<file path="src/shared/brg_pkg.sv">
// Package for the serial channel bit rate generator: register map, fields, types
package brg_pkg;

  // Register byte offsets
  localparam logic [7:0] BRG_OFS_CTRL = 8'h00;
  localparam logic [7:0] BRG_OFS_DIV = 8'h04;
  localparam logic [7:0] BRG_OFS_TXB = 8'h08;
  localparam logic [7:0] BRG_OFS_STATUS = 8'h0C;

  // Control register field positions
  localparam int BRG_CTRL_POWER_BIT = 7;
  localparam int BRG_CTRL_TXE_BIT = 6;
  localparam int BRG_CTRL_RXE_BIT = 5;
  localparam int BRG_CTRL_ALV_BIT = 4;
  localparam int BRG_CTRL_DBL_BIT = 3;

  // Status register field positions
  localparam int BRG_STAT_TXCNT_LSB = 0;
  localparam int BRG_STAT_RXCNT_LSB = 8;
  localparam int BRG_STAT_RXACT_BIT = 16;
  localparam int BRG_STAT_TXBUSY_BIT = 17;
  localparam int BRG_STAT_TXPEND_BIT = 18;
  localparam int BRG_STAT_RXLVL_BIT = 19;

  // Reset values and divisor limit
  localparam logic [7:0] BRG_CTRL_RESET = 8'h00;
  localparam logic [7:0] BRG_DIV_RESET = 8'hFF;
  localparam logic [7:0] BRG_TXB_RESET = 8'h00;
  localparam logic [7:0] BRG_DIV_MIN = 8'h02;

  // Receive frame: start bit plus ten further bits
  localparam int BRG_RX_FRAME_BITS = 11;

  // Operation mode control bits
  typedef struct packed {
    logic channel_power_bit;
    logic transmit_enable_bit;
    logic receive_enable_bit;
    logic line_level_invert;
    logic base_clock_double_select;
  } brg_ctrl_t;

  // Receive sampler states
  typedef enum logic [2:0] {
    BRG_RX_IDLE = 3'b001,
    BRG_RX_START = 3'b010,
    BRG_RX_DATA = 3'b100
  } brg_rx_state_t;

endpackage

</file>
<file path="src/logic/brg_div_counter.sv">
// Programmable 8-bit divider counter with match detector and divide-by-two stage
`timescale 1ns/10ps
`default_nettype none

module brg_div_counter #(
  parameter int CW = 8
) (
  // Clock and reset
  input wire logic pclk,
  input wire logic presetn,
  // Control
  input wire logic base_tick,
  input wire logic run,
  input wire logic clear,
  input wire logic [CW-1:0] divisor,
  // State
  output logic [CW-1:0] count,
  output logic match,
  output logic phase
);

  logic [CW-1:0] count_r;
  logic [CW-1:0] count_nxt;
  logic phase_r;
  logic phase_nxt;
  logic [CW-1:0] count_inc;

  // Match when the next count would reach the divisor
  always_comb
  begin
    count_inc = count_r + {{(CW-1){1'b0}}, 1'b1};
    match = run && !clear && base_tick && (count_inc == divisor);
    count_nxt = count_r;
    phase_nxt = phase_r;
    if (!run || clear)
    begin
      count_nxt = '0;
      phase_nxt = 1'b0;
    end
    else if (match)
    begin
      count_nxt = '0;
      phase_nxt = !phase_r;
    end
    else if (base_tick)
    begin
      count_nxt = count_inc;
    end
  end

  // Registers only
  always_ff @(posedge pclk or negedge presetn)
  begin
    if (!presetn)
    begin
      count_r <= '0;
      phase_r <= 1'b0;
    end
    else
    begin
      count_r <= count_nxt;
      phase_r <= phase_nxt;
    end
  end

  assign count = count_r;
  assign phase = phase_r;

endmodule

`default_nettype wire

</file>
<file path="src/logic/brg_top.sv">
// Bit rate generator of one serial channel with APB registers and receive start detection
`timescale 1ns/10ps
`default_nettype none

module brg_top #(
  parameter int FRAME_BITS = brg_pkg::BRG_RX_FRAME_BITS
) (
  // Clock and reset
  input wire logic pclk,
  input wire logic presetn,
  // APB slave
  input wire logic psel,
  input wire logic penable,
  input wire logic pwrite,
  input wire logic [7:0] paddr,
  input wire logic [31:0] pwdata,
  output logic [31:0] prdata,
  output logic pready,
  output logic pslverr,
  // Transmit side
  input wire logic tx_frame_end,
  output logic tx_serial_clk,
  output logic [7:0] tx_buffer_data,
  output logic tx_buffer_load,
  // Receive side
  input wire logic serial_receive_pin,
  output logic rx_serial_clk,
  output logic rx_bit_strobe,
  output logic rx_bit_value,
  output logic rx_frame_done
);

  // Register state
  brg_pkg::brg_ctrl_t ctrl_r, ctrl_nxt;
  logic [7:0] divisor_r, divisor_nxt, txb_r, txb_nxt;
  logic [31:0] prdata_r, prdata_nxt;
  logic pready_r, pready_nxt, pslverr_r, pslverr_nxt;
  logic tx_busy_r, tx_busy_nxt, tx_pend_r, tx_pend_nxt;
  logic tx_load_r, tx_load_nxt, half_div_r, half_div_nxt;

  // Receive state
  brg_pkg::brg_rx_state_t rx_state_r, rx_state_nxt;
  logic rx_meta_r, rx_sync_r, rx_samp_r, rx_prev_r;
  logic rx_filt_r, rx_filt_nxt, rx_half_r, rx_half_nxt;
  logic [3:0] rx_bits_r, rx_bits_nxt;
  logic rx_strobe_r, rx_strobe_nxt, rx_value_r, rx_value_nxt;
  logic rx_done_r, rx_done_nxt;

  // Combinational helpers
  logic access, wr_en, txb_write, base_tick, tx_run, tx_clear;
  logic rx_run, rx_start_lvl, rx_start_edge, rx_match;
  logic [7:0] tx_count, rx_count;

  localparam logic [3:0] RX_LAST_BIT = 4'(FRAME_BITS - 1);

  // Address decode shared by read and write paths
  function automatic logic addr_known(input logic [7:0] a);
    addr_known = (a == brg_pkg::BRG_OFS_CTRL) || (a == brg_pkg::BRG_OFS_DIV) ||
                 (a == brg_pkg::BRG_OFS_TXB) || (a == brg_pkg::BRG_OFS_STATUS);
  endfunction

  // Base clock as an enable: every pclk when doubled, every other otherwise
  always_comb
  begin
    half_div_nxt = ctrl_r.channel_power_bit ? !half_div_r : 1'b0;
    base_tick = ctrl_r.channel_power_bit && (ctrl_r.base_clock_double_select || half_div_r);
  end

  // APB access and register next values
  always_comb
  begin
    access = psel && penable && !pready_r;
    wr_en = access && pwrite && addr_known(paddr);
    txb_write = wr_en && (paddr == brg_pkg::BRG_OFS_TXB);
    ctrl_nxt = ctrl_r;
    divisor_nxt = divisor_r;
    txb_nxt = txb_r;
    pready_nxt = access;
    pslverr_nxt = access && !addr_known(paddr);
    prdata_nxt = prdata_r;
    // Control fields sit contiguously from the power bit down, in struct order
    if (wr_en && paddr == brg_pkg::BRG_OFS_CTRL)
      ctrl_nxt = brg_pkg::brg_ctrl_t'(pwdata[brg_pkg::BRG_CTRL_POWER_BIT -: $bits(brg_pkg::brg_ctrl_t)]);
    // Divisors below the minimum are dropped so the counter never sees 0 or 1
    if (wr_en && paddr == brg_pkg::BRG_OFS_DIV && pwdata[7:0] >= brg_pkg::BRG_DIV_MIN)
      divisor_nxt = pwdata[7:0];
    if (txb_write)
      txb_nxt = pwdata[7:0];
    // Refused writes clear read data too, so an error answer always carries zero
    if (access && (!pwrite || !addr_known(paddr)))
    begin
      prdata_nxt = 32'h0000_0000;
      unique case (paddr)
        brg_pkg::BRG_OFS_CTRL: prdata_nxt[brg_pkg::BRG_CTRL_POWER_BIT -: $bits(brg_pkg::brg_ctrl_t)] = ctrl_r;
        brg_pkg::BRG_OFS_DIV: prdata_nxt[7:0] = divisor_r;
        brg_pkg::BRG_OFS_TXB: prdata_nxt[7:0] = txb_r;
        brg_pkg::BRG_OFS_STATUS:
        begin
          prdata_nxt[brg_pkg::BRG_STAT_TXCNT_LSB +: 8] = tx_count;
          prdata_nxt[brg_pkg::BRG_STAT_RXCNT_LSB +: 8] = rx_count;
          prdata_nxt[brg_pkg::BRG_STAT_RXACT_BIT] = (rx_state_r != brg_pkg::BRG_RX_IDLE);
          prdata_nxt[brg_pkg::BRG_STAT_TXBUSY_BIT] = tx_busy_r;
          prdata_nxt[brg_pkg::BRG_STAT_TXPEND_BIT] = tx_pend_r;
          prdata_nxt[brg_pkg::BRG_STAT_RXLVL_BIT] = rx_filt_r;
        end
        default: prdata_nxt = 32'h0000_0000;
      endcase
    end
  end

  // Transmit buffer tracking: first write or frame end with data waiting restarts the count
  always_comb
  begin
    tx_run = ctrl_r.channel_power_bit && ctrl_r.transmit_enable_bit;
    tx_clear = (txb_write && !tx_busy_r) ||
               (tx_frame_end && (tx_pend_r || txb_write));
    tx_load_nxt = txb_write;
    tx_busy_nxt = tx_busy_r;
    tx_pend_nxt = tx_pend_r;
    if (!tx_run)
    begin
      tx_busy_nxt = 1'b0;
      tx_pend_nxt = 1'b0;
    end
    else
    begin
      // Write at frame end with data already waiting stays pending: set beats clear
      tx_pend_nxt = (tx_pend_r && !tx_frame_end) || (txb_write && tx_busy_r && (tx_pend_r || !tx_frame_end));
      tx_busy_nxt = txb_write || (tx_busy_r && !(tx_frame_end && !tx_pend_r));
    end
  end

  // Transmit and receive counters are fully separate instances
  brg_div_counter #(.CW(8)) u_tx_cnt (
    .pclk(pclk),
    .presetn(presetn),
    .base_tick(base_tick),
    .run(tx_run),
    .clear(tx_clear),
    .divisor(divisor_r),
    .count(tx_count),
    .match(),
    .phase(tx_serial_clk)
  );

  brg_div_counter #(.CW(8)) u_rx_cnt (
    .pclk(pclk),
    .presetn(presetn),
    .base_tick(base_tick),
    .run(rx_run),
    .clear(1'b0),
    .divisor(divisor_r),
    .count(rx_count),
    .match(rx_match),
    .phase(rx_serial_clk)
  );

  // Noise filter and receive sequencer
  always_comb
  begin
    rx_filt_nxt = (rx_sync_r == rx_samp_r) ? rx_sync_r : rx_filt_r;
    rx_start_lvl = ctrl_r.line_level_invert;
    rx_start_edge = (rx_prev_r != rx_filt_r) && (rx_filt_r == rx_start_lvl);
    rx_run = ctrl_r.channel_power_bit && ctrl_r.receive_enable_bit &&
             (rx_state_r != brg_pkg::BRG_RX_IDLE);
    rx_state_nxt = rx_state_r;
    rx_half_nxt = rx_half_r;
    rx_bits_nxt = rx_bits_r;
    rx_strobe_nxt = 1'b0;
    rx_value_nxt = rx_value_r;
    rx_done_nxt = 1'b0;
    if (!(ctrl_r.channel_power_bit && ctrl_r.receive_enable_bit))
      rx_state_nxt = brg_pkg::BRG_RX_IDLE;
    else
    begin
      unique case (rx_state_r)
        brg_pkg::BRG_RX_IDLE:
          if (rx_start_edge)
            rx_state_nxt = brg_pkg::BRG_RX_START;
        brg_pkg::BRG_RX_START:
        begin
          // Resample half a bit in; a glitch returns to idle
          if (rx_match)
          begin
            rx_state_nxt = (rx_filt_r == rx_start_lvl) ? brg_pkg::BRG_RX_DATA : brg_pkg::BRG_RX_IDLE;
            rx_half_nxt = 1'b0;
            rx_bits_nxt = 4'h0;
          end
        end
        brg_pkg::BRG_RX_DATA:
        begin
          if (rx_match)
          begin
            rx_half_nxt = !rx_half_r;
            if (rx_half_r)
            begin
              // Latch at mid-bit, one base clock of margin to the match point
              rx_strobe_nxt = 1'b1;
              rx_value_nxt = rx_filt_r ^ ctrl_r.line_level_invert;
              rx_bits_nxt = rx_bits_r + 4'h1;
              if (rx_bits_r + 4'h1 == RX_LAST_BIT)
              begin
                rx_done_nxt = 1'b1;
                rx_state_nxt = brg_pkg::BRG_RX_IDLE;
              end
            end
          end
        end
        default: rx_state_nxt = brg_pkg::BRG_RX_IDLE;
      endcase
    end
  end

  // Registers only
  always_ff @(posedge pclk or negedge presetn)
  begin
    if (!presetn)
    begin
      ctrl_r <= brg_pkg::brg_ctrl_t'(5'(brg_pkg::BRG_CTRL_RESET));
      divisor_r <= brg_pkg::BRG_DIV_RESET;
      txb_r <= brg_pkg::BRG_TXB_RESET;
      prdata_r <= 32'h0000_0000;
      pready_r <= 1'b0;
      pslverr_r <= 1'b0;
      tx_busy_r <= 1'b0;
      tx_pend_r <= 1'b0;
      tx_load_r <= 1'b0;
      half_div_r <= 1'b0;
      rx_state_r <= brg_pkg::BRG_RX_IDLE;
      rx_meta_r <= 1'b1;
      rx_sync_r <= 1'b1;
      rx_samp_r <= 1'b1;
      rx_filt_r <= 1'b1;
      rx_prev_r <= 1'b1;
      rx_half_r <= 1'b0;
      rx_bits_r <= 4'h0;
      rx_strobe_r <= 1'b0;
      rx_value_r <= 1'b0;
      rx_done_r <= 1'b0;
    end
    else
    begin
      ctrl_r <= ctrl_nxt;
      divisor_r <= divisor_nxt;
      txb_r <= txb_nxt;
      prdata_r <= prdata_nxt;
      pready_r <= pready_nxt;
      pslverr_r <= pslverr_nxt;
      tx_busy_r <= tx_busy_nxt;
      tx_pend_r <= tx_pend_nxt;
      tx_load_r <= tx_load_nxt;
      half_div_r <= half_div_nxt;
      rx_state_r <= rx_state_nxt;
      rx_meta_r <= serial_receive_pin;
      rx_sync_r <= rx_meta_r;
      rx_samp_r <= rx_sync_r;
      rx_filt_r <= rx_filt_nxt;
      rx_prev_r <= rx_filt_r;
      rx_half_r <= rx_half_nxt;
      rx_bits_r <= rx_bits_nxt;
      rx_strobe_r <= rx_strobe_nxt;
      rx_value_r <= rx_value_nxt;
      rx_done_r <= rx_done_nxt;
    end
  end

  // Outputs straight from flip-flops
  assign prdata = prdata_r;
  assign pready = pready_r;
  assign pslverr = pslverr_r;
  assign tx_buffer_data = txb_r;
  assign tx_buffer_load = tx_load_r;
  assign rx_bit_strobe = rx_strobe_r;
  assign rx_bit_value = rx_value_r;
  assign rx_frame_done = rx_done_r;

endmodule

`default_nettype wire

</file>
<file path="config.mk">
export PLATFORM = sky130hd
export DESIGN_NAME = brg_top
export DESIGN_NICKNAME = d
export VERILOG_FILES = /design/src/shared/brg_pkg.sv /design/src/logic/brg_div_counter.sv /design/src/logic/brg_top.sv
export SDC_FILE = /design/constraint.sdc
export NUM_CORES = 1
export LEC_CHECK = 0
export BUFFER_PORTS_ARGS = -buffer_cell sky130_fd_sc_hd__buf_2
export CAP_MARGIN = 0
export CORE_MARGIN = 2
export CORE_UTILIZATION = 35
export DETAILED_ROUTE_END_ITERATION = 10
export PLACE_DENSITY = 0.58
export SKIP_LAST_GASP = 1
export SLEW_MARGIN = 20
export SYNTH_ARGS = -nofsm -noshare
export SYNTH_HDL_FRONTEND = slang
export SYNTH_SLANG_ARGS = --single-unit
</file>
<file path="constraint.sdc">
create_clock -name pclk -period 6.62 [get_ports pclk]
set_clock_uncertainty 0.15 [all_clocks]
set_input_delay 0.331 -clock pclk [delete_from_list [all_inputs] [get_ports pclk]]
set_output_delay 0.331 -clock pclk [all_outputs]
set_load 0.01 [all_outputs]
</file>
## After elaboration in Yosys (flattened, before gate mapping)

Cells that the tools add are included.

- Output and inout bits: 48
- Input bits: 47
- Logic and storage cells: 156
- Register bits after elaboration: 81

- Reduce and logical (&&, ||, !) cells: 59
- Multiplexer cells: 40
- Add/subtract/negate cells: 3
- $lt $le $gt $ge: 1
- Equal/unequal tests: 23
- Bitwise logic cells: 1

Operator list:

| operator | number |
|---|---|
| $mux W8 | 6 |
| $logic_and A1 B1 Y1 | 27 |
| $mux W3 | 7 |
| $pmux W5 S4 | 1 |
| $mux W1 | 18 |
| $pmux W3 S3 | 2 |
| $add A8 B1 Y8 const B | 2 |
| $eq A8 B4 Y1 const B | 2 |
| $eq A8 B8 Y1 | 2 |
| $ne A3 B3 Y1 const B | 5 |
| $logic_not A1 Y1 | 13 |
| $mux W12 | 1 |
| $mux W4 | 3 |
| $logic_or A1 B1 Y1 | 11 |
| $reduce_and A5 Y1 | 2 |
| $eq A8 B3 Y1 const B | 1 |
| $ge A8 B2 Y1 const B | 1 |
| $logic_not A8 Y1 | 1 |
| $pmux W4 S2 | 1 |
| $reduce_and A4 Y1 | 2 |
| $ne A2 B2 Y1 const B | 3 |
| $ne A3 B1 Y1 const B | 2 |
| $add A4 B1 Y4 const B | 1 |
| $eq A4 B4 Y1 const B | 1 |
| other kinds (10) | 12 |

## Depth between registers and ports, before layout

Gate-level depths: netlist of run 1.

- Depth after elaboration: 15
- Depth in mapped cells: 9
- Gate-level depth less buffers: 7

## By module

From an unflattened synthesis of run 1, not the netlist that was laid out.

- Cell total of the unflattened synthesis: 386
- Area, all modules: 4,377.9 µm²

By module, submodules not included:

| module | seq. area each (µm²) | area each (µm²) | instances | cells an instance |
|---|---|---|---|---|
| brg_top | 1,594.0 | 2,896.5 | 1 | 222 |
| brg_div_counter | 225.2 | 740.7 | 2 | 82 |

## Least setup slack after synthesis of run 1

Ideal clock, no wire load.

- Path type: reg2reg
- Start: register u_rx_cnt.count_r[1] (netlist: u_rx_cnt.count[1])
- End: register rx_value_r (netlist: rx_bit_value)
- Data arrival time: 2.098 ns
- Cell stages (with the launch flop): 9
- Required time: 6.343 ns
- Buffers on the path: 1
- Path slack: 4.245 ns
- Library setup time: 0.127 ns
- Clock period less this slack: 2.375 ns
- Path through: dfrtp_1 > ha_1 > nor2b_1 > or4b_1 > nand3_1 > nand4_1 > buf_2 > nor2_1 > mux2_1

- Cells in the longest elaborated chain, start to end: 4

RTL lines:

| what | RTL line | RTL |
|---|---|---|
| start: declaration | brg_div_counter.sv:22 | `logic [CW-1:0] count_r;` |
| start signal: assignment | brg_div_counter.sv:61 | `count_r <= count_nxt;` |
| $add A8 B1 Y8 | brg_div_counter.sv:31 | `count_inc = count_r + {{(CW-1){1'b0}}, 1'b1};` |
| $eq A8 B8 Y1 | brg_div_counter.sv:32 | `match = run && !clear && base_tick && (count_inc == divisor);` |
| $logic_and A1 B1 Y1 | brg_div_counter.sv:32 |  |
| $reduce_and A4 Y1 (no source line) | -- |  |
| end signal: assignment | brg_top.sv:262 | `rx_value_r <= rx_value_nxt;` |
| end: declaration | brg_top.sv:46 | `logic rx_strobe_r, rx_strobe_nxt, rx_value_r, rx_value_nxt;` |

No other way between the ends.
A chain may end at the register's enable or synchronous reset.

## Worst setup path after layout of run 1

- Start: register u_rx_cnt.count_r[0] (netlist: u_rx_cnt.count[0])
- End: register rx_bits_r[1]

- Cells in the longest elaborated chain, start to end: 5
- Elaborated cells on any way between the ends: 6
- Classes of those cells: 1 x add/sub; 3 x eq/ne; 2 x reduce/logical

RTL lines:

| what | RTL line | RTL |
|---|---|---|
| $add A8 B1 Y8 * | brg_div_counter.sv:31 |  |
| $eq A8 B8 Y1 * | brg_div_counter.sv:32 |  |
| $logic_and A1 B1 Y1 * | brg_div_counter.sv:32 |  |
| $ne A2 B2 Y1 (no source line) | -- |  |
| $reduce_and A5 Y1 (no source line) * | -- |  |
| end signal: assignment | brg_top.sv:260 | `rx_bits_r <= rx_bits_nxt;` |
| end: declaration | brg_top.sv:45 | `logic [3:0] rx_bits_r, rx_bits_nxt;` |

Every way passes the cells marked *; elsewhere a longest branch is shown, timed or not.

==> results of run 1 <==
## area by class of cell
class	count	area [µm²]	area share [%]
Sequential cell	81	2040	40.1
Tap cell	172	215	4.22
Multi-Input combinational cell	343	2190	42.9
Clock inverter	2	35.0	0.687
Timing Repair Buffer	60	317	6.21
Clock buffer	14	274	5.37
Inverter	7	26.3	0.515
## flip-flops by register name, indices dropped and copies added, names as in the netlist, 3 cells and up
register        count
prdata             20
divisor_r           8
tx_buffer_data      8
u_rx_cnt.count      8
u_tx_cnt.count      8
ctrl_r              4
rx_bits_r           4
rx_state_r          3
## critical path, delay by kind of cell, from the launching register on
family	cells	cell delay [ps]
AO/OA/AOI/OAI	1	310
multiplexers	1	310
AND/OR/NAND/NOR	4	1760
flip-flops	1	530
adder cells (fa/ha/maj)	1	330
## per-stage QoR
stage | power, µW | utilization, % | setup WS [ps] | area (µm²) | instances
floorplan | 538 | - | 4240 | 4460 | 464
global placement | 559 | 38.3 | 3220 | 4770 | 661
detailed placement | 560 | 38.3 | 3090 | 4770 | 661
CTS | 1080 | 40.8 | 3090 | 5090 | 678
global route | 1110 | 40.9 | 2860 | 5100 | 679
finish | 1070 | 40.9 | 3120 | 5100 | 679
## logic make-up after synthesis
family	count (synthesis)	share of synthesized area, %
mux	24	6.97
xor+xnor	24	4.76
compound gates	68	11.6
fa+ha+maj	6	1.59
buf+inv	40	5.04
flops	81	46.3
other cells	1	0.0849
simple gates	209	23.7
## metal layers
layer / vias up / track usage, % / wire (µm)
li1: 1696 / - / -
met1: 1715 / 23.5 / 5060
met2: 87 / 26.1 / 4990
met3: 19 / 2.96 / 480
met4: 0 / 7.22 / 232
met5: - / 0 / 0
## power breakdown
group	total (µW)	internal (µW)	switching, µW
combinational	44.4	13.3	31.1
sequential	507	502	4.93
clock	517	323	194
## cell usage after synthesis, types with 9 or more instances
cell / n / area, µm²
nand4_1: 13 / 81.3
dfrtp_1: 67 / 1680
a22o_1: 13 / 114
o21ai_0: 18 / 90.1
xnor2_1: 15 / 131
clkbuf_1: 12 / 45.0
nand2_1: 70 / 263
buf_4: 16 / 120
dfstp_2: 14 / 368
and3_1: 10 / 62.6
nand3_1: 36 / 180
nor2_1: 29 / 109
mux2_2: 15 / 169
xor2_1: 9 / 78.8
## final timing paths
kind                                               start                             to  slack (ps)  cells past startpoint
setup reg to reg           u_rx_cnt.count[0]$_DFFE_PN0P_       rx_bits_r[1]$_DFFE_PN0P_        3120                      7
setup / recovery           u_rx_cnt.count[0]$_DFFE_PN0P_       rx_bits_r[1]$_DFFE_PN0P_        3120                      7
min in group asynchronous                        presetn       rx_bits_r[3]$_DFFE_PN0P_         430                      2
max in group asynchronous                        presetn          prdata[9]$_DFFE_PN0P_        5370                      2
hold reg to reg                      rx_meta_r$_DFF_PN1_            rx_sync_r$_DFF_PN1_         210                      0
hold / removal                                 pwdata[0]  tx_buffer_data[0]$_DFFE_PN0N_          60                      3
==> metrics.cfg, run 1 <==
[critical_path]
path_class = reg2reg
crit_chain = ha_1 -> or3b_1 -> a211o_1 -> nand3_1 -> nand4_1 -> or2_4 -> mux2_4
critPathLaunchType = flip-flop
cpPeakStageDelay_ps = 670
crit_arrival_ps = 3570
critPathRequiredTime_ps = 6700
cp_slowest_cell = nand4_1
path_max_fanout = 21
setup.worst_path.end_class = flip-flop

[die]
start_util_pct = 35.4
die_w_um = 116
dieArea_mm2 = 0.0135
die_y_um = 116
core_mm2 = 0.0125
ios = 95
rows = 41

[logic_synthesis]
syn_inst = 453
synth_edf_count = 0
ys.warnings.count = 0
synth_area_mm2 = 0.00442
synth_flop_cell = dfrtp_1
seq_area_frac_synth_pct = 46.3
syn_area_per_cell_um2 = 9.75
ys_ff_latch = 81
async_flop_share_pct = 100
ys_types = 58

[power_and_ir_drop]
power_density_mw_per_mm2 = 209
leakage_uw = 0.00237
ir_drop_v = 0.000114

[final_layout]
layout_common_cells = nand2_1, dfrtp_1, buf_2, nand3_1, nor2_1
diodes = 0
drive_gt1_share_pct = 23.1
layout.nets = 553
final_common_cell = nand2_1
final.fill_count = 1251
syn2layout_area_growth_pct = 15.5

[routing]
drt-total-wl_mm = 10.8
first_pass_iters = 4
drtIter0Drc = 177
postRouteAntennaNets = 0
vias_per_cell = 5.18
routedWlPerCell_um = 15.8
vias = 3517
drc = 0

[global_routing]
grt_first_pass_wirelength_mm = 17.5
grt_pass1_vias = 3334
grt_overflow_total = 0
grt_max_degree = 82
grt_use_total_pct = 16.9
antenna_found_initial = 0

[place]
io_buffers = 58
gp_congestion = 0.892
hpwl_mm = 7.68

[timing]
finalSetupViolCount = 0
maxSlewViolCount = 0
fin_setup_tns_ps = 0
period_share_pct = 52.8
rsz0062_at_grt = false
hold_violations = 0
slew_headroom_pct = 29.6
hold-worst-slack_ps = 62.6
max_freq_mhz = 286
tightest_slew_ps = 1050
post-route-min-period_ps = 3500

[clocking]
clockRootBuffer = clkbuf_16
cts.sinks = 81
cts_resized = 0
cts_setup_buffers = 0
insertion_delay_ps = 340
clk_path_buf_depth = 2
tritoncts = yes
path_clk_slew_ps = 60
hold_buffers = 1
numCtsBuffers = 9
cts.htree.levels = 3

[hold_path]
hold_class = in2reg

[job]
drv_cap = 0

[run_status]
outcome = complete, no violations

No activity file was read; power rests on OpenSTA's default activity.
==> run 2, diff against run 1 <==
- ABC_AREA: not set -> 1
- PLACE_DENSITY: 0.58 -> 0.6
- clock period: 6.62 -> 3.2 ns (I/O delays scaled with it)
==> run 2 against run 1 <==
Non-clock buffer count increased by 12. Largest power group is now sequential cells. Largest cell class is now sequential cells. Synthesized cell count rose by 24%. Register-to-register slack worse by 2100 ps. Synthesized area increased by 0.45%. Critical endpoint is now u_tx_cnt.count[5]$_DFFE_PN0P_. Routed wire length is essentially flat.
==> metrics.cfg, run 2 <==
[run_status]
outcome = complete, no violations

[critical_path]
reg2reg_from = pready$_DFF_PN0_
reg2regPathDepth = 12
timing.rr.end = u_tx_cnt.count[5]$_DFFE_PN0P_
critPathLaunchType = flip-flop
critPathRequiredTime_ps = 3270
path_max_fanout = 18
path_class = reg2reg
setup.worst_path.end_class = flip-flop
crit_arrival_ps = 2200
reg2reg_setup_slack_ps = 1070

[timing]
hold-worst-slack_ps = 32.9
rsz0062_at_grt = false
tightest_slew_ps = 736
hold_violations = 0
slew_headroom_pct = 50.9
fin_setup_tns_ps = 0
period_share_pct = 66.6
max_freq_mhz = 469
maxSlewViolCount = 0
finalSetupViolCount = 0
post-route-min-period_ps = 2130

[place]
dp.cells = 786
hpwl_mm = 8.20
gp_congestion = 0.861
io_buffers = 58

[hold_path]
min_to = prdata[16]$_DFFE_PN0P_
hp-start = paddr[4]
whs_path_depth = 4
hold_class = in2reg

[die]
rows = 41
die_y_um = 117
start_util_pct = 35.4
core_mm2 = 0.0125
ios = 95
dieArea_mm2 = 0.0136
die_w_um = 117

[power_and_ir_drop]
power_density_mw_per_mm2 = 416
ir_drop_v = 0.000205
leakage_uw = 0.00259
sw_frac_of_total_pct = 23.2
netSwitchingPower_uw = 510
clkPwrFrac_pct = 46.8
p_int_uw = 1690
pwr-share-comb_pct = 5.3
fin_total_pwr_uw = 2200
seq_power_share_pct = 47.9

[final_layout]
layout.nets = 688
seqCellArea_mm2 = 0.00204
largest_register_ffs = 20
fin_util_pct = 42.2
syn2layout_area_growth_pct = 19.2
diodes = 0
multi_input_area_mm2 = 0.00201
final.fill_count = 1303
drive_gt1_share_pct = 20.7
instances_no_fill = 814
final_common_cell = nand2_1
layout_common_cells = nand2_1, inv_1, dfrtp_1, buf_2, nand3_1

[logic_synthesis]
synth_top_area_share_pct = 37.8
ys_ff_latch = 81
ys_types = 43
yosysTopAreaCell = dfrtp_1
synth_edf_count = 0
synth_flop_cell = dfrtp_1
syn_area_per_cell_um2 = 7.88
ys.warnings.count = 0
synth.top_cells.by_count = nand2_1, inv_1, dfrtp_1
synth_area_leaders = dfrtp_1, nand2_1, dfstp_2, inv_1, nand3_1
syn_inst = 563
synth_area_mm2 = 0.00444
yosysMostFrequentCell = nand2_1
seq_area_frac_synth_pct = 46.1
async_flop_share_pct = 100

[clocking]
numCtsBuffers = 9
cts_resized = 0
path_clk_slew_ps = 60
clockRootBuffer = clkbuf_16
cts.htree.levels = 3
cts_setup_buffers = 0
hold_buffers = 12
insertion_delay_ps = 340
cts.sinks = 81
tritoncts = yes
clk_path_buf_depth = 2

[routing]
routedWlPerCell_um = 13.2
postRouteAntennaNets = 0
vias_per_cell = 4.76
drtIter0Drc = 269
vias = 3877
first_pass_iters = 5
drc = 0
drt-total-wl_mm = 10.8

[global_routing]
grtUsageMet1_pct = 23.2
grt_pass1_vias = 3649
grt_max_degree = 82
grt.busiest_layer = met2
grtUsageMet3_pct = 2.91
met2_usage_pct = 26.2
grt_overflow_total = 0
grt_first_pass_wirelength_mm = 17.7
antenna_found_initial = 0
grt_use_total_pct = 16.8

[job]
drv_cap = 0

[run 2: cell count changes after synthesis, moves of 9 or more]
cell / delta
a22o_1: -13
and3_1: -9
inv_1: +62
mux2_2: -15
nand2_1: +90
nand2_2: +13
o21ai_0: +16
o21ai_1: +14
xnor2_1: -13
[run 2: routing by layer]
metal	part of all wire [%]	wire length (µm)	vias up
met3	5.1	548	14
met1	47	5060	1793
met5	0	0	-
met4	2.1	223	0
li1	-	-	1959
met2	46	4920	111
[run 2: power groups by stage]
stage               logic (µW)  clock network (µW)  registers [µW]
floorplan                 63.7                   0            1070
global placement           105                   0            1070
detailed placement         106                   0            1070
CTS                        117                1050            1060
global route               133                1090            1060
finish                     116                1030            1060
[run 2: worst max-delay path by stage]
stage                                       start                            end  slack (ps)
floorplan           u_rx_cnt.count[0]$_DFFE_PN0P_       rx_bit_value$_DFFE_PN0P_        1340
global route                     pready$_DFF_PN0_  u_tx_cnt.count[6]$_DFFE_PN0P_         790
CTS                              pready$_DFF_PN0_  u_tx_cnt.count[6]$_DFFE_PN0P_        1060
detailed placement               pready$_DFF_PN0_  u_tx_cnt.count[6]$_DFFE_PN0P_        1070
global placement                 pready$_DFF_PN0_  u_tx_cnt.count[4]$_DFFE_PN0P_        1130
finish                           pready$_DFF_PN0_  u_tx_cnt.count[5]$_DFFE_PN0P_        1070
[run 2: cell families (layout without fill, tap and decap cells)]
kind of cell	after synthesis	count (layout)	share of synthesized area (%)
other cells	1	12	0.0845
simple gates	295	295	31.3
fa+ha+maj	5	5	1.35
buf+inv	96	164	9.53
flops	81	81	46.1
compound gates	79	79	10.5
xor+xnor	6	6	1.18
[run 2: cell type report]
| cell class | instances | share of cell area (%) |
|---|---|---|
| flip-flops and latches | 81 | 38.7 |
| clock buffers | 10 | 4.33 |
| repair buffers | 72 | 8.16 |
| multi-input cells | 397 | 38.0 |
| clock inverters | 6 | 1.28 |
| well taps | 172 | 4.07 |
| inverters | 76 | 5.49 |
[run 2: per-stage QoR]
step | setup WS [ps] | cell area, µm²
after CTS | 1060 | 5280
after detailed placement | 1070 | 4870
final | 1070 | 5290
after floorplan | 1340 | 4480
after global placement | 1130 | 4870
after global routing | 790 | 5290
[run 2: critical path, stage by stage (launching register included)]
cell and delay (ps):
dfrtp_1 380, nor2_1 100, nand2_1 80, nor2_1 340, nand2_4 210, inv_2 120
nand2_1 70, nand3b_2 150, inv_2 120, nand2_2 80, inv_2 80, nand2_1 70
nand2_1 50
==> run 3, diff against run 2 <==
- PLACE_DENSITY: 0.6 -> 0.58
- clock period: 3.2 -> 2.2 ns (I/O delays scaled with it)
==> run 3 against run 2 <==
Sequential share of layout area fell by 1.5 points. Global-route usage up 0.78 points. Design area rose by 4.3%. First-iteration DRC count fell by 34%. Largest power group is now the clock network. Worst setup slack worse by 970 ps. Total power up 54%. Critical path depth fell by 3. Fmax increased by 1.6%.
==> metrics.cfg, run 3 (same netlist as run 2, synthesis figures left out) <==
[routing]
first_pass_iters = 4
drtIter0Drc = 178
drc = 0
vias = 3917
vias_per_cell = 4.73
drt-total-wl_mm = 11.3
routedWlPerCell_um = 13.6
postRouteAntennaNets = 0

[die]
start_util_pct = 35.4
ios = 95
die_w_um = 117
die_y_um = 117
dieArea_mm2 = 0.0136
core_mm2 = 0.0125
rows = 41

[final_layout]
fin_util_pct = 44.1
final_area_mm2 = 0.00551
largest_register_ffs = 20
final_common_cell = nand2_1
syn2layout_area_growth_pct = 24.3
layout.nets = 702
diodes = 0
layout_common_cells = nand2_1, inv_1, dfrtp_1, buf_2, nand3_1
drive_gt1_share_pct = 23.3

[power_and_ir_drop]
power_density_mw_per_mm2 = 615
leakage_uw = 0.00268
fin_total_pwr_uw = 3390
ir_drop_v = 0.000365

[hold_path]
hold_class = in2reg
whs_path_depth = 4
min_to = prdata[16]$_DFFE_PN0P_
hp-start = paddr[7]

[critical_path]
cp_top_family = buffers and inverters
reg2reg_setup_slack_ps = 100
reg2regPathDepth = 9
timing.rr.end = prdata[15]$_DFFE_PN0P_
critPathLaunchType = flip-flop
crit_chain = nor2_1 -> nand2_1 -> dlygate4sd3_1 -> inv_1 -> nand3_1 -> inv_2 -> nor2_8 -> buf_12 -> o31ai_1
cpPeakStageDelay_ps = 560
cp_slowest_cell = dlygate4sd3_1
critical_path_buf_inv_count = 4
path_class = reg2reg
path_max_fanout = 33
critPathRequiredTime_ps = 2290
reg2reg_from = pready$_DFF_PN0_
crit_arrival_ps = 2190
crit_start = pready$_DFF_PN0_
setup.worst_path.end_class = flip-flop

[place]
dpl-instance-area_mm2 = 0.00493
hpwl_mm = 8.45
io_buffers = 58
gp_congestion = 0.920

[timing]
rsz0062_at_grt = true
post-route-min-period_ps = 2100
finalSetupViolCount = 0
tightest_slew_ps = 518
slew_headroom_pct = 65.4
period_share_pct = 95.4
maxSlewViolCount = 0
max_freq_mhz = 477
hold_violations = 0

[clocking]
numCtsBuffers = 9
clk_path_buf_depth = 2
cts.htree.levels = 3
clockRootBuffer = clkbuf_16
cts.sinks = 81
path_clk_slew_ps = 60
insertion_delay_ps = 340
tritoncts = yes

[job]
drv_cap = 0

[global_routing]
grt_use_total_pct = 17.6
grt_pass1_vias = 3773
grt_first_pass_wirelength_mm = 18.5
grt_overflow_total = 0
antenna_found_initial = 0
grt_max_degree = 46

[run_status]
outcome = complete, no violations

run 3: worst max path at each step:
stage | slack (ps) | to | cells after the start
floorplan | 340 | rx_bit_value$_DFFE_PN0P_ | 11
global placement | 170 | rx_bit_value$_DFFE_PN0P_ | 11
CTS | 80 | u_tx_cnt.count[3]$_DFFE_PN0P_ | 14
global route | -20 | u_rx_cnt.count[0]$_DFFE_PN0P_ | 11
detailed placement | 140 | u_rx_cnt.count[0]$_DFFE_PN0P_ | 11
finish | 100 | prdata[15]$_DFFE_PN0P_ | 9
run 3: timing repair:
| item | CTS | global route |
|---|---|---|
| resized for setup | 0 | 14 |
| hold buffers | 16 | 0 |
| setup endpoints to repair | 0 | 26 |
| buffers inserted | 0 | 5 |
| endpoints found under the hold margin | 62 | 0 |
run 3: area by class of cell:
cell class,count,area (µm²)
repair buffers,86,568
flip-flops and latches,81,2050
clock buffers,14,274
inverters,76,290
multi-input cells,397,2060
fillers,1291,7000
well taps,172,215
clock inverters,2,60.1
run 3: report_power, final:
part	internal (µW)	leakage, µW	total (µW)	switching [µW]
registers	1520	0.00107	1530	17.1
clock network	1090	0.000163	1670	579
logic	73.5	0.00144	190	116
total	2680	0.00268	3390	712
run 3: routing by layer:
layer	track usage (%)	up-vias	wire, µm
met4	8.71	0	401
li1	-	1986	-
met5	0	-	0
met2	27.4	90	5080
met1	24.0	1815	5430
met3	2.39	26	366
run 3: worst register-to-register path, stage by stage, from the launching register on:
cell and delay (ps):
dfrtp_1 380, nor2_1 110, nand2_1 80, dlygate4sd3_1 560, inv_1 80, nand3_1 100, inv_2 120, nor2_8 50
buf_12 170, o31ai_1 210
run 3: metrics by stage:
step	std cells	worst slack, ps	hold WS (ps)	TNS [ps]
CTS	823	78.3	2.39	0
finish	828	102	8.01	0
global route	828	-23.7	40.0	-65.4
floorplan	574	335	-336	0
detailed placement	791	142	-35.0	0
global placement	791	166	-39.5	0
